--- src/hdl/cpsi_defs.vh ---
// cpsi_defs.vh: constants for the core power state interface
// assumes inclusion by bare name from the design files
`ifndef CPSI_DEFS_VH
`define CPSI_DEFS_VH
// status register bit positions
`define CPSI_STATUS_RP_BIT 27
`define CPSI_STATUS_EXL_BIT 1
`define CPSI_STATUS_ERL_BIT 2
// debug control register bit position
`define CPSI_DEBUG_DM_BIT 30
// register offsets on the plain register port
`define CPSI_ADDR_STATUS 4'h0
`define CPSI_ADDR_DEBUG 4'h1
`define CPSI_ADDR_CMD 4'h2
`define CPSI_ADDR_STATE 4'h3
`define CPSI_ADDR_WAKECNT 4'h4
`define CPSI_ADDR_ID 4'h5
// command register bits (write one to act)
`define CPSI_CMD_WAIT_BIT 0
`define CPSI_CMD_EXC_BIT 1
`define CPSI_CMD_ERR_BIT 2
`define CPSI_CMD_DBGEXC_BIT 3
`define CPSI_CMD_DRET_BIT 4
`define CPSI_CMD_ERET_BIT 5
// reset values
`define CPSI_STATUS_RESET 32'h0000_0004
`define CPSI_DEBUG_RESET 32'h0000_0000
// identity value, arbitrary
`define CPSI_ID_VALUE 32'h0000_5A01
// state codes
`define CPSI_ST_RUN 2'h0
`define CPSI_ST_DRAIN 2'h1
`define CPSI_ST_SLEEP 2'h2
`endif

--- src/hdl/cpsi_top.v ---
// cpsi_top.v: core power state sideband, status mirrors, wait and sleep control
// assumes one 40 MHz clock, synchronous active-low reset, wake pins asynchronous
// Summary of operation
// - low-power request output mirrors status bit 27
// - exception-level output mirrors status bit 1
// - error-level output mirrors status bit 2
// - debug-mode output mirrors debug bit 30
// - exception in low power sets its bit
// - wait suspends clock, timer and wake inputs live
// - interrupt, nmi or reset leaves wait mode
// - sleep indicator asserted while in sleep
// - sleep only after bus and pipeline drain
// - debug mode from debug exception until return
// - soft-reset-enable deasserted while in debug mode
// - soft-reset-enable output is advisory only
// - static design keeps state with clock halted
//
// The placing of the registers and the plain strobed port were decided locally.
`timescale 1ns/10ps
`default_nettype none
`include "cpsi_defs.vh"
module cpsi_top #(
  parameter INT_WIDTH = 6,
  parameter TIMER_WIDTH = 32
) (
  input wire clk,
  input wire rst_n,
  input wire [3:0] reg_addr,
  input wire [31:0] reg_wdata,
  input wire reg_wr,
  input wire reg_rd,
  output reg [31:0] reg_rdata,
  input wire [INT_WIDTH-1:0] int_pin,
  input wire nmi_pin,
  input wire reset_req_pin,
  input wire [7:0] bus_outstanding,
  input wire pipe_busy,
  output wire low_power_request_out,
  output wire exception_level_out,
  output wire error_level_out,
  output wire debug_mode_out,
  output wire soft_reset_enable_out,
  output reg sleep_out,
  output wire core_clk_en,
  output reg [TIMER_WIDTH-1:0] timer_count
);
  wire [INT_WIDTH+1:0] pins_sync;
  wire [INT_WIDTH-1:0] int_s;
  wire nmi_s;
  wire rst_req_s;
  reg [31:0] status_reg;
  reg [31:0] debug_reg;
  reg [1:0] state;
  reg [1:0] next_state;
  reg wait_pending;
  reg [15:0] wake_count;
  wire wake_event;
  wire cmd_wr;
  wire drained;

  // wake pins cross into clk before any logic sees them
  cpsi_sync #(
    .WIDTH(INT_WIDTH + 2)
  ) u_sync (
    .clk(clk),
    .rst_n(rst_n),
    .async_in({reset_req_pin, nmi_pin, int_pin}),
    .sync_out(pins_sync)
  );
  assign int_s = pins_sync[INT_WIDTH-1:0];
  assign nmi_s = pins_sync[INT_WIDTH];
  assign rst_req_s = pins_sync[INT_WIDTH+1];

  assign low_power_request_out = status_reg[`CPSI_STATUS_RP_BIT];
  assign exception_level_out = status_reg[`CPSI_STATUS_EXL_BIT];
  assign error_level_out = status_reg[`CPSI_STATUS_ERL_BIT];
  assign debug_mode_out = debug_reg[`CPSI_DEBUG_DM_BIT];
  // only a hint to the system; nothing inside uses it
  assign soft_reset_enable_out = ~debug_reg[`CPSI_DEBUG_DM_BIT];

  assign cmd_wr = reg_wr && (reg_addr == `CPSI_ADDR_CMD);
  assign wake_event = (|int_s) | nmi_s | rst_req_s;
  assign drained = (bus_outstanding == 8'h00) && !pipe_busy;
  // the gated domain stops in sleep; this logic stays on clk
  assign core_clk_en = (state != `CPSI_ST_SLEEP);

  // status register: software writes, hardware events set levels
  always @(posedge clk) begin
    if (!rst_n) begin
      status_reg <= `CPSI_STATUS_RESET;
    end else begin
      if (reg_wr && (reg_addr == `CPSI_ADDR_STATUS)) begin
        status_reg <= reg_wdata;
      end
      if (cmd_wr && reg_wdata[`CPSI_CMD_ERET_BIT]) begin
        status_reg[`CPSI_STATUS_EXL_BIT] <= 1'b0;
        status_reg[`CPSI_STATUS_ERL_BIT] <= 1'b0;
      end
      // hardware set wins over a same-cycle clear
      if (cmd_wr && reg_wdata[`CPSI_CMD_EXC_BIT]) begin
        status_reg[`CPSI_STATUS_EXL_BIT] <= 1'b1;
      end
      if ((cmd_wr && reg_wdata[`CPSI_CMD_ERR_BIT]) || rst_req_s || nmi_s) begin
        status_reg[`CPSI_STATUS_ERL_BIT] <= 1'b1;
      end
    end
  end

  // debug register: mode held from debug exception to debug return
  always @(posedge clk) begin
    if (!rst_n) begin
      debug_reg <= `CPSI_DEBUG_RESET;
    end else begin
      if (reg_wr && (reg_addr == `CPSI_ADDR_DEBUG)) begin
        debug_reg <= reg_wdata;
      end
      if (cmd_wr && reg_wdata[`CPSI_CMD_DRET_BIT]) begin
        debug_reg[`CPSI_DEBUG_DM_BIT] <= 1'b0;
      end
      if (cmd_wr && reg_wdata[`CPSI_CMD_DBGEXC_BIT]) begin
        debug_reg[`CPSI_DEBUG_DM_BIT] <= 1'b1;
      end
    end
  end

  // timer keeps running through sleep
  always @(posedge clk) begin
    if (!rst_n) begin
      timer_count <= {TIMER_WIDTH{1'b0}};
    end else begin
      timer_count <= timer_count + {{(TIMER_WIDTH-1){1'b0}}, 1'b1};
    end
  end

  // wait sequencer: drain first, then sleep until a wake event
  always @* begin
    next_state = state;
    case (state)
      `CPSI_ST_RUN: begin
        if (wait_pending) begin
          next_state = `CPSI_ST_DRAIN;
        end
      end
      `CPSI_ST_DRAIN: begin
        if (wake_event) begin
          next_state = `CPSI_ST_RUN;
        end else if (drained) begin
          next_state = `CPSI_ST_SLEEP;
        end
      end
      `CPSI_ST_SLEEP: begin
        if (wake_event) begin
          next_state = `CPSI_ST_RUN;
        end
      end
      default: begin
        next_state = `CPSI_ST_RUN;
      end
    endcase
  end

  always @(posedge clk) begin
    if (!rst_n) begin
      state <= `CPSI_ST_RUN;
      wait_pending <= 1'b0;
      sleep_out <= 1'b0;
      wake_count <= 16'h0000;
    end else begin
      state <= next_state;
      if (cmd_wr && reg_wdata[`CPSI_CMD_WAIT_BIT] && (state == `CPSI_ST_RUN)) begin
        wait_pending <= 1'b1;
      end else if (state != `CPSI_ST_RUN) begin
        wait_pending <= 1'b0;
      end
      sleep_out <= (next_state == `CPSI_ST_SLEEP);
      if ((state == `CPSI_ST_SLEEP) && wake_event) begin
        wake_count <= wake_count + 16'h0001;
      end
    end
  end

  // read port: data stand in the cycle after the strobe
  always @(posedge clk) begin
    if (!rst_n) begin
      reg_rdata <= 32'h0000_0000;
    end else if (reg_rd) begin
      case (reg_addr)
        `CPSI_ADDR_STATUS: reg_rdata <= status_reg;
        `CPSI_ADDR_DEBUG: reg_rdata <= debug_reg;
        `CPSI_ADDR_STATE: reg_rdata <= {29'h0000_0000, sleep_out, state};
        `CPSI_ADDR_WAKECNT: reg_rdata <= {16'h0000, wake_count};
        `CPSI_ADDR_ID: reg_rdata <= `CPSI_ID_VALUE;
        default: reg_rdata <= 32'h0000_0000;
      endcase
    end else begin
      reg_rdata <= 32'h0000_0000;
    end
  end
endmodule // cpsi_top
`default_nettype wire

--- src/hdl/cpsi_sync.v ---
// cpsi_sync.v: two flip-flop synchroniser for a vector of pin levels
// assumes pins are asynchronous to clk; first stage read only by second
`timescale 1ns/10ps
`default_nettype none
module cpsi_sync #(
  parameter WIDTH = 9
) (
  input wire clk,
  input wire rst_n,
  input wire [WIDTH-1:0] async_in,
  output reg [WIDTH-1:0] sync_out
);
  reg [WIDTH-1:0] stage1;
  always @(posedge clk) begin
    if (!rst_n) begin
      stage1 <= {WIDTH{1'b0}};
      sync_out <= {WIDTH{1'b0}};
    end else begin
      stage1 <= async_in;
      sync_out <= stage1;
    end
  end
endmodule // cpsi_sync
`default_nettype wire

--- config.mk ---
export PLATFORM = sky130hd
export DESIGN_NAME = cpsi_top
export DESIGN_NICKNAME = d
export VERILOG_FILES = /design/src/hdl/cpsi_top.v /design/src/hdl/cpsi_sync.v
export VERILOG_INCLUDE_DIRS = /design/src /design/src/hdl
export SDC_FILE = /design/constraint.sdc
export NUM_CORES = 1
export LEC_CHECK = 0
export ABC_AREA = 1
export BUFFER_PORTS_ARGS = -buffer_cell sky130_fd_sc_hd__buf_2
export CORE_ASPECT_RATIO = 0.8
export CORE_MARGIN = 1.5
export CORE_UTILIZATION = 56
export CTS_CLUSTER_DIAMETER = 50
export CTS_CLUSTER_SIZE = 20
export DETAILED_ROUTE_END_ITERATION = 6
export GPL_TIMING_DRIVEN = 0
export PLACE_DENSITY = 0.79
export SLEW_MARGIN = 20
export SYNTH_ARGS = -nofsm -noshare
export SYNTH_HDL_FRONTEND = slang
export SYNTH_SLANG_ARGS = --single-unit
export TNS_END_PERCENT = 30
--- constraint.sdc ---
create_clock -name clk -period 1.6 [get_ports clk]
set_input_delay 0.24 -clock clk [delete_from_list [all_inputs] [get_ports clk]]
set_output_delay 0.24 -clock clk [all_outputs]
set_load 0.02 [all_outputs]
== Word level (Yosys, flattened, before mapping) ==
Cells that the tools add are included.
W data, S select, Z words.
Storage, ports and cells
  bits in registers: 164
  bits in latches: 0
  memory bits (writable): 0
  bits in read-only memories: 0
  input bits: 57
  output and inout port bits: 71
  logic and storage cells: 68
  memories kept: 0
Cells by class
  add/subtract/negate cells: 2
  $mul: 0
  div/mod/pow operators: 0
  $lt $le $gt $ge: 0
  equal/unequal tests: 9
  shift operators: 0
  muxes and demuxes: 14
  bitwise logic cells: 4
  reductions and logical operators: 26
Operators by type and width (number)
  $pmux W32 S5: 1
  $add A32 B1 Y32 const B: 1
  $mux W31: 1
  $add A16 B1 Y16 const B: 1
  $logic_and A1 B1 Y1: 12
  $mux W2: 5
  $eq A4 B2 Y1 const B: 2
  $eq A4 B3 Y1 const B: 2
  $logic_not A8 Y1: 1
  $pmux W2 S3: 1
  $reduce_bool A2 Y1: 3
  $reduce_bool A3 Y1: 2
  $reduce_or A6 Y1: 1
  $mux W1: 5
  $eq A2 B2 Y1 const B: 2
  $eq A4 B1 Y1 const B: 1
  $logic_not A4 Y1: 1
  $mux W3: 1
  $eq A2 B1 Y1 const B: 1
  $logic_not A2 Y1: 1
  $logic_or A1 B1 Y1: 2
  $ne A2 B2 Y1 const B: 1
  $not A1 Y1: 2
  $or A1 B1 Y1: 2
  other kinds (3): 3

== Depth between registers and ports, before layout ==
Gate-level depths: netlist of run 1.
  depth after elaboration: 6
  mapped depth: 11
  depth with buffers taken out: 11

== By module ==
Synthesis of run 1 repeated with hierarchy kept, for this count alone.
Unflattened totals
  cells, all modules: 974
  area, all modules: 6932.9 µm²
Modules (own cells, without submodules)
  cpsi_top: times used 1, cells each 924, area each 6448.7 µm², seq. area each 2962.8 µm²
  cpsi_sync: times used 1, cells each 50, area each 484.2 µm², seq. area each 320.3 µm²

== Worst setup path before layout of run 1 ==
No wires, ideal clock.
  path type: reg2reg
  start: register timer_count[0]
  end: register timer_count[20]
  setup time: 0.113 ns
  arrival: 1.410 ns
  data required time: 1.487 ns
  setup slack: 0.077 ns
  stages on the path, launching flop included: 11
  path buffers: 0
  period minus slack after synthesis: 1.523 ns
  cell sequence: dfxtp_1 ha_1 nand2_2 inv_2 nand2_1 nor2_2 nand3_1 nor2_1 nand2_1 nand2_1 nor2_1
On the way
  longest elaborated chain between the ends: 1
RTL lines
  start, declared: RTL line cpsi_top.v:45  | output reg [TIMER_WIDTH-1:0] timer_count
  start signal, assigned: RTL line cpsi_top.v:129  | timer_count <= {TIMER_WIDTH{1'b0}};
  start signal, assigned: RTL line cpsi_top.v:131  | timer_count <= timer_count + {{(TIMER_WIDTH-1){1'b0}}, 1'b1};
  $add A32 B1 Y32: RTL line cpsi_top.v:131
No other way between the ends.
A chain may end at the register's enable or synchronous reset.

== Worst setup path in the final report of run 1 ==
  start: register state[1]
  end: output port core_clk_en
On the way
  longest elaborated chain between the ends: 1
RTL lines
  start, declared: RTL line cpsi_top.v:53  | reg [1:0] state;
  start signal, assigned: RTL line cpsi_top.v:164  | state <= `CPSI_ST_RUN;
  start signal, assigned: RTL line cpsi_top.v:169  | state <= next_state;
  $ne A2 B2 Y1 (no line)
  end, declared: RTL line cpsi_top.v:44  | output wire core_clk_en,
No other way between the ends.

==> impl_metrics.csv, run 1 <==
group,metric,value,unit
placed_design,dpl_worst_slack,0.003185,ns
clock_tree,cts_buffer_depth,2,
floorplan,fp.dieH,103.2,microns
global_routing,antenna_found_initial,0,
route,routed_wl,18570,microns
worst_hold_path,hp-class,"input port to flop",
route,via_count,6693,
synthesis,ys_top_cells_by_area,"dfxtp_1 47%, nand2_1 12%, nor2_1 8.5%, inv_1 5.4%, o21ai_0 5.0%",
synthesis,syn_area_per_cell,7.247,sq um
global_routing,grt_max_degree,17,
synthesis,yosys.area.top_type,"dfxtp_1",
clock_tree,clockRootBuffer,"clkbuf_16",
timing,layout_setup_ws,0.03825,ns
cells_and_area,final_nets,1180,
floorplan,die-area,13240,sq um
timing,fin_crit,1.562,ns
global_routing,grt_usage,28.53,%
placed_design,finalWeightedCongestion,0.9206,
synthesis,synth.distinct_cells,35,
synthesis,yosysTopAreaCellShare,46.71,%
timing,max_freq,0.6403,GHz
route,vias_per_cell,5.125,
critical_path,crit_path_max_fanout,4,
worst_hold_path,holdCritStartpoint,"int_pin[4]",
timing,hold_viol,0,
cells_and_area,syn_to_final_growth,22.29,%
route,avgRoutedWirePerCell,14.22,microns
floorplan,core-area,12210,sq um
synthesis,async_flop_share,0,%
critical_path,critPathArrivalTime,1.32,ns
timing,max-slew-margin-rel,50.18,%
synthesis,synth_xor_area_share,0.4984,%
timing,setup_violations,0,
timing,skew,0.006439,ns
power,p_leak,3.841,nW
route,drc,0,
clock_tree,post_cts.repair.setup_buffers,0,
synthesis,synth_adder_area_share,0.3560,%
placed_design,port-buffer-count,126,
critical_path,reg2reg_slack,0.10,ns
power,vdd_ir_drop_max,0.7579,mV
synthesis,ys.flop_type,"dfxtp_1",
timing,finalCritPeriodShare,97.61,%
clock_tree,clock-sinks,164,
power,powerDensity,1025,nW/um^2
cells_and_area,fill_cells,1020,
floorplan,start_util,57.59,%
timing,tightest_slew,0.7474,ns
critical_path,cp.required,1.36,ns
synthesis,synth-edff-count,0,
route,drt-pass1-iter-count,5,
floorplan,die_w,128.3,microns
global_routing,grt_pass1_wl,29410,microns
clock_tree,clk_latency,0.42,ns
critical_path,end_kind,"primary output",
clock_tree,cts_tree,"yes",
worst_hold_path,min_path_cells,3,
job,maxCapViolations,0,
floorplan,rows,36,
global_routing,grt_overflow,0,
placed_design,dp_hpwl,12960,microns
critical_path,timing.rr.start,"timer_count[0]$_SDFF_PN0_",
global_routing,first_global_vias,6109,
timing,hold_ws,0.01152,ns
worst_hold_path,hold_path_end,"u_sync.stage1[4]$_SDFF_PN0_",
route,ant_nets,0,
floorplan,ios,128,
critical_path,r2r-end,"timer_count[26]$_SDFF_PN0_",
critical_path,r2r_cells,10,
synthesis,yosys.area_share.simple,29.85,%
synthesis,yosys_warnings,0,
critical_path,crit_type,"flop to primary output",
synthesis,yosysSeqAreaShare,46.71,%
clock_tree,path_clk_slew,0.06,ns
clock_tree,numCtsBuffers,17,
critical_path,startpoint,"state[1]$_SDFF_PN0_",
cells_and_area,fin_util,70.42,%
critical_path,cp-start-kind,"flop",
route,drt-initial-drc-count,547,
synthesis,synth_cells,970,
synthesis,synth_seq_cells,164,
synthesis,synth_top_family_by_area,"simple AND/OR/NAND/NOR gates",
synthesis,synthMuxAreaShare,0,%
cells_and_area,layout_commonest_cell,"nand2_1",
clock_tree,ctsHtreeMaxLevel,4,
run_status,status,"finished, final reports clean",
cells_and_area,final_cell_mix,"230 x nand2_1, 160 x dfxtp_1, 157 x nor2_1",
synthesis,syn-num-nets,1029,
timing,drv_slew,0,
synthesis,syn_area,7029,sq um
cells_and_area,drive_gt1_share,21.78,%
synthesis,synth_compound_area_share,12.99,%
logic make-up after synthesis:
group	count (synthesis)
AO/OA/AOI/OAI	169
XOR/XNOR	4
adder cells (fa/ha/maj)	2
buffers and inverters	148
flip-flops	164
AND/OR/NAND/NOR	483
layer usage:
layer  routed length (microns)  GRT usage (%)
met1                      8307          37.65
met3                      1390          6.790
met5                         0              0
met2                      8433          45.33
met4                       435          12.36
metrics by stage:
step / instance area [sq um] / setup TNS (ns) / power, mW / std cells
after global placement: 7874 / 0 / 4.652 / 1267
after floorplan: 7029 / 0 / 4.479 / 970
after CTS: 8549 / 0 / 8.822 / 1305
after detailed placement: 7874 / 0 / 4.661 / 1267
final: 8596 / 0 / 8.807 / 1306
after global routing: 8593 / -0.07622 / 9.064 / 1305
critical path, stage by stage, from the launching register on:
cell	delay, ns
dfxtp_1	0.36
inv_1	0.10
nor2_4	0.15
inv_1	0.12
buf_2	0.18
where the power goes:
part / switching (mW) / internal, mW / total, mW
registers: 0.0311 / 4.15 / 4.18
logic: 0.274 / 0.150 / 0.424
clock network: 1.58 / 2.62 / 4.20
total: 1.89 / 6.92 / 8.81
synth_stat cells, types with 3 or more instances:
cell type  count
buf_4          4
nand3_1       24
nor2_4         7
buf_1          4
a21oi_1       68
dfxtp_1      164
nor2_2        20
inv_1        101
inv_2         11
nand2_2        7
nor3_1         9
clkbuf_1       7
nand2_1      232
o221ai_1       7
buf_2          7
nand3_2        3
buf_6         12
nand4_1       12
nand2_4        3
o21ai_0       70
o2111ai_1      4
nor2_1       159
o21ai_1       14
o21a_1         3
cell type report:
cell class                      count  area [sq um]  share of cell area (%)
Antenna cell                        1         2.502                 0.02911
Buffer                             34         241.5                   2.809
Clock buffer                       24         491.7                   5.721
Clock inverter                      8         122.6                   1.426
Inverter                          114         432.9                   5.036
Multi-Input combinational cell    658          3109                   36.17
Sequential cell                   164          3291                   38.28
Tap cell                          171         214.0                   2.489
Timing Repair Buffer              132         690.7                   8.035
worst max path at each step:
stage | endpoint | slack, ns
2_1_floorplan | timer_count[20]$_SDFF_PN0_ | 0.08
3_3_place_gp | reg_rdata[24]$_SDFF_PN0_ | 0.06
3_5_place_dp | timer_count[30]$_SDFF_PN0_ | 0.003
4_1_cts | wake_count[14]$_SDFFE_PN0P_ | 0.01
5_1_grt | timer_count[31]$_SDFF_PN0_ | -0.07
6_report | core_clk_en | 0.04
timing repair:
| action | in CTS | in global routing |
|---|---|---|
| hold buffers | 6 | 0 |
| pin swaps | 0 | 3 |
| endpoints found under the setup margin | 3 | 14 |
| hold endpoints to repair | 6 | 0 |
| resized for setup | 1 | 13 |
Note: power is estimated with default switching activity, not from simulation.
==> run 2, diff against run 1 <==
--- a/config.mk
+++ b/config.mk
@@ -8,14 +8,16 @@
 export LEC_CHECK = 0
 export ABC_AREA = 1
 export BUFFER_PORTS_ARGS = -buffer_cell sky130_fd_sc_hd__buf_2
+export CELL_PAD_IN_SITES_DETAIL_PLACEMENT = 1
+export CELL_PAD_IN_SITES_GLOBAL_PLACEMENT = 2
 export CORE_ASPECT_RATIO = 0.8
 export CORE_MARGIN = 1.5
-export CORE_UTILIZATION = 56
+export CORE_UTILIZATION = 31
 export CTS_CLUSTER_DIAMETER = 50
 export CTS_CLUSTER_SIZE = 20
 export DETAILED_ROUTE_END_ITERATION = 6
 export GPL_TIMING_DRIVEN = 0
-export PLACE_DENSITY = 0.79
+export PLACE_DENSITY = 0.78
 export SLEW_MARGIN = 20
 export SYNTH_ARGS = -nofsm -noshare
 export SYNTH_HDL_FRONTEND = slang
==> constraint.sdc (replaced) <==
create_clock -name clk -period 1.5 [get_ports clk]
set_input_delay 0.225 -clock clk [delete_from_list [all_inputs] [get_ports clk]]
set_output_delay 0.225 -clock clk [all_outputs]
set_load 0.02 [all_outputs]
==> impl_metrics.csv, run 2 (synthesis gave the netlist of run 1 again) <==
group,metric,value,unit
run_status,status,"finished, final reports clean",
clock_tree,cts_tree,"yes",
clock_tree,cts_buffer_depth,2,
global_routing,first_global_vias,6539,
global_routing,antenna_found_initial,1,
route,via_count,6626,
critical_path,timing.rr.start,"timer_count[9]$_SDFF_PN0_",
clock_tree,numCtsBuffers,17,
critical_path,end_kind,"flop",
global_routing,grt_overflow,0,
floorplan,start_util,31.41,%
route,drc,0,
route,ant_nets,0,
floorplan,die_w,171.4,microns
clock_tree,path_clk_slew,0.07,ns
critical_path,cp.required,1.77,ns
placed_design,port-buffer-count,126,
timing,max-slew-margin-rel,42.56,%
cells_and_area,fin_cells,1449,
cells_and_area,syn_to_final_growth,27.04,%
worst_hold_path,holdCritStartpoint,"nmi_pin",
power,vdd_ir_drop_max,0.6904,mV
timing,skew,0.01662,ns
cells_and_area,final_nets,1188,
timing,hold_viol,0,
floorplan,ios,128,
critical_path,r2r-end,"timer_count[24]$_SDFF_PN0_",
cells_and_area,post-route-cell-area,8930,sq um
power,p_leak,3.911,nW
worst_hold_path,hp-class,"input port to flop",
global_routing,grt_pass1_wl,35460,microns
timing,drv_slew,0,
floorplan,rows,49,
floorplan,core-area,22380,sq um
clock_tree,clk_latency,0.43,ns
timing,tightest_slew,0.8616,ns
job,maxCapViolations,0,
timing,max_freq,0.6873,GHz
floorplan,die-area,23590,sq um
critical_path,reg2reg_slack,0.04,ns
route,avgRoutedWirePerCell,15.56,microns
placed_design,dp_hpwl,16630,microns
timing,fin_crit,1.455,ns
route,drt-initial-drc-count,340,
clock_tree,clockRootBuffer,"clkbuf_16",
worst_hold_path,min_path_cells,3,
floorplan,fp.dieH,137.7,microns
critical_path,crit_type,"flop to flop",
power,powerDensity,1038,nW/um^2
critical_path,cp-start-kind,"flop",
timing,finalCritPeriodShare,97.00,%
cells_and_area,final_cell_mix,"229 x nand2_1, 151 x nor2_1, 144 x dfxtp_1",
cells_and_area,layout_commonest_cell,"nand2_1",
clock_tree,ctsHtreeMaxLevel,4,
placed_design,finalWeightedCongestion,0.7811,
placed_design,numPlacedInstances,1402,
critical_path,critPathArrivalTime,1.73,ns
cells_and_area,drive_gt1_share,25.31,%
route,vias_per_cell,4.573,
route,drt-pass1-iter-count,4,
power,fin_total_pwr,9.269,mW
route,routed_wl,22550,microns
global_routing,grt_max_degree,19,
timing,setup_violations,0,
critical_path,crit_path_max_fanout,4,
timing,rsz0062_at_grt,"yes",
clock_tree,clock-sinks,164,
critical_path,r2r_cells,7,
worst_hold_path,hold_path_end,"u_sync.stage1[6]$_SDFF_PN0_",
placed_design,place_area,8045,sq um
global_routing,grt_usage,19.85,%
## run 2: changes by cell type in the layout (fill, tap and decap cells not counted), moves of 6 or more
cell / change
inv_8: +7
nor2_4: +6
nor2_1: -6
buf_4: +9
dfxtp_1: -16
dfxtp_2: +13
## run 2: area by class of cell
type	count	area (sq um)
clock buffers	17	425.4
multi-input cells	658	3204
plain buffers	34	244.0
well taps	306	382.9
diodes	1	2.502
clock inverters	15	158.9
repair buffers	140	755.7
fillers	2837	13450
inverters	114	437.9
flip-flops and latches	164	3318
## run 2: worst max-delay path by stage
stage	depth (start not counted)	slack, ns	endpoint	startpoint
finish	7	0.04	timer_count[24]$_SDFF_PN0_	timer_count[9]$_SDFF_PN0_
global route	11	-0.03	timer_count[22]$_SDFF_PN0_	timer_count[1]$_SDFF_PN0_
CTS	8	-0.03	timer_count[30]$_SDFF_PN0_	timer_count[0]$_SDFF_PN0_
detailed placement	8	-0.14	wake_count[14]$_SDFFE_PN0P_	wake_count[0]$_SDFFE_PN0P_
global placement	8	-0.13	wake_count[14]$_SDFFE_PN0P_	wake_count[0]$_SDFFE_PN0P_
floorplan	10	0.08	timer_count[20]$_SDFF_PN0_	timer_count[0]$_SDFF_PN0_
## run 2: repair_timing
| action | in CTS | in global routing |
|---|---|---|
| endpoints found under the hold margin | 7 | 0 |
| setup endpoints to repair | 14 | 35 |
| pin swaps | 2 | 9 |
| hold buffers | 7 | 0 |
| resized for setup | 11 | 51 |
| setup buffers | 1 | 6 |
## run 2: where the power goes
group	switching, mW	internal (mW)	total, mW
logic	0.306	0.165	0.471
registers	0.0325	4.41	4.45
clock network	2.12	2.24	4.35
total	2.45	6.82	9.27
## run 2: critical path: stages (launching register included)
cell and delay [ns]:
dfxtp_1 0.42, inv_2 0.08, nor3_2 0.29, nand2_1 0.12, nor2_1 0.18, nand2_1 0.08, nand2_1 0.07, a21oi_1 0.06
## run 2: per-stage QoR
step	worst slack [ns]	util (%)	hold slack [ns]	TNS (ns)
6_report	0.04494	39.90	0.01794	0
5_1_grt	-0.02934	39.89	0.01632	-0.1634
4_1_cts	-0.02565	39.03	0.002992	-0.05315
3_5_place_dp	-0.1428	35.95	0.4014	-1.975
3_3_place_gp	-0.1288	35.95	0.3949	-1.485
2_1_floorplan	0.08326	-	0.3226	0
## run 2: metal layers
metal	part of all wire (%)	wire length, microns	track usage, %	up-vias
li1	-	-	-	3391
met1	49	11000	27.82	3112
met2	46	10390	31.21	117
met3	4.6	1033	4.108	6
met4	0.55	125	4.483	0
met5	0	0	0	-
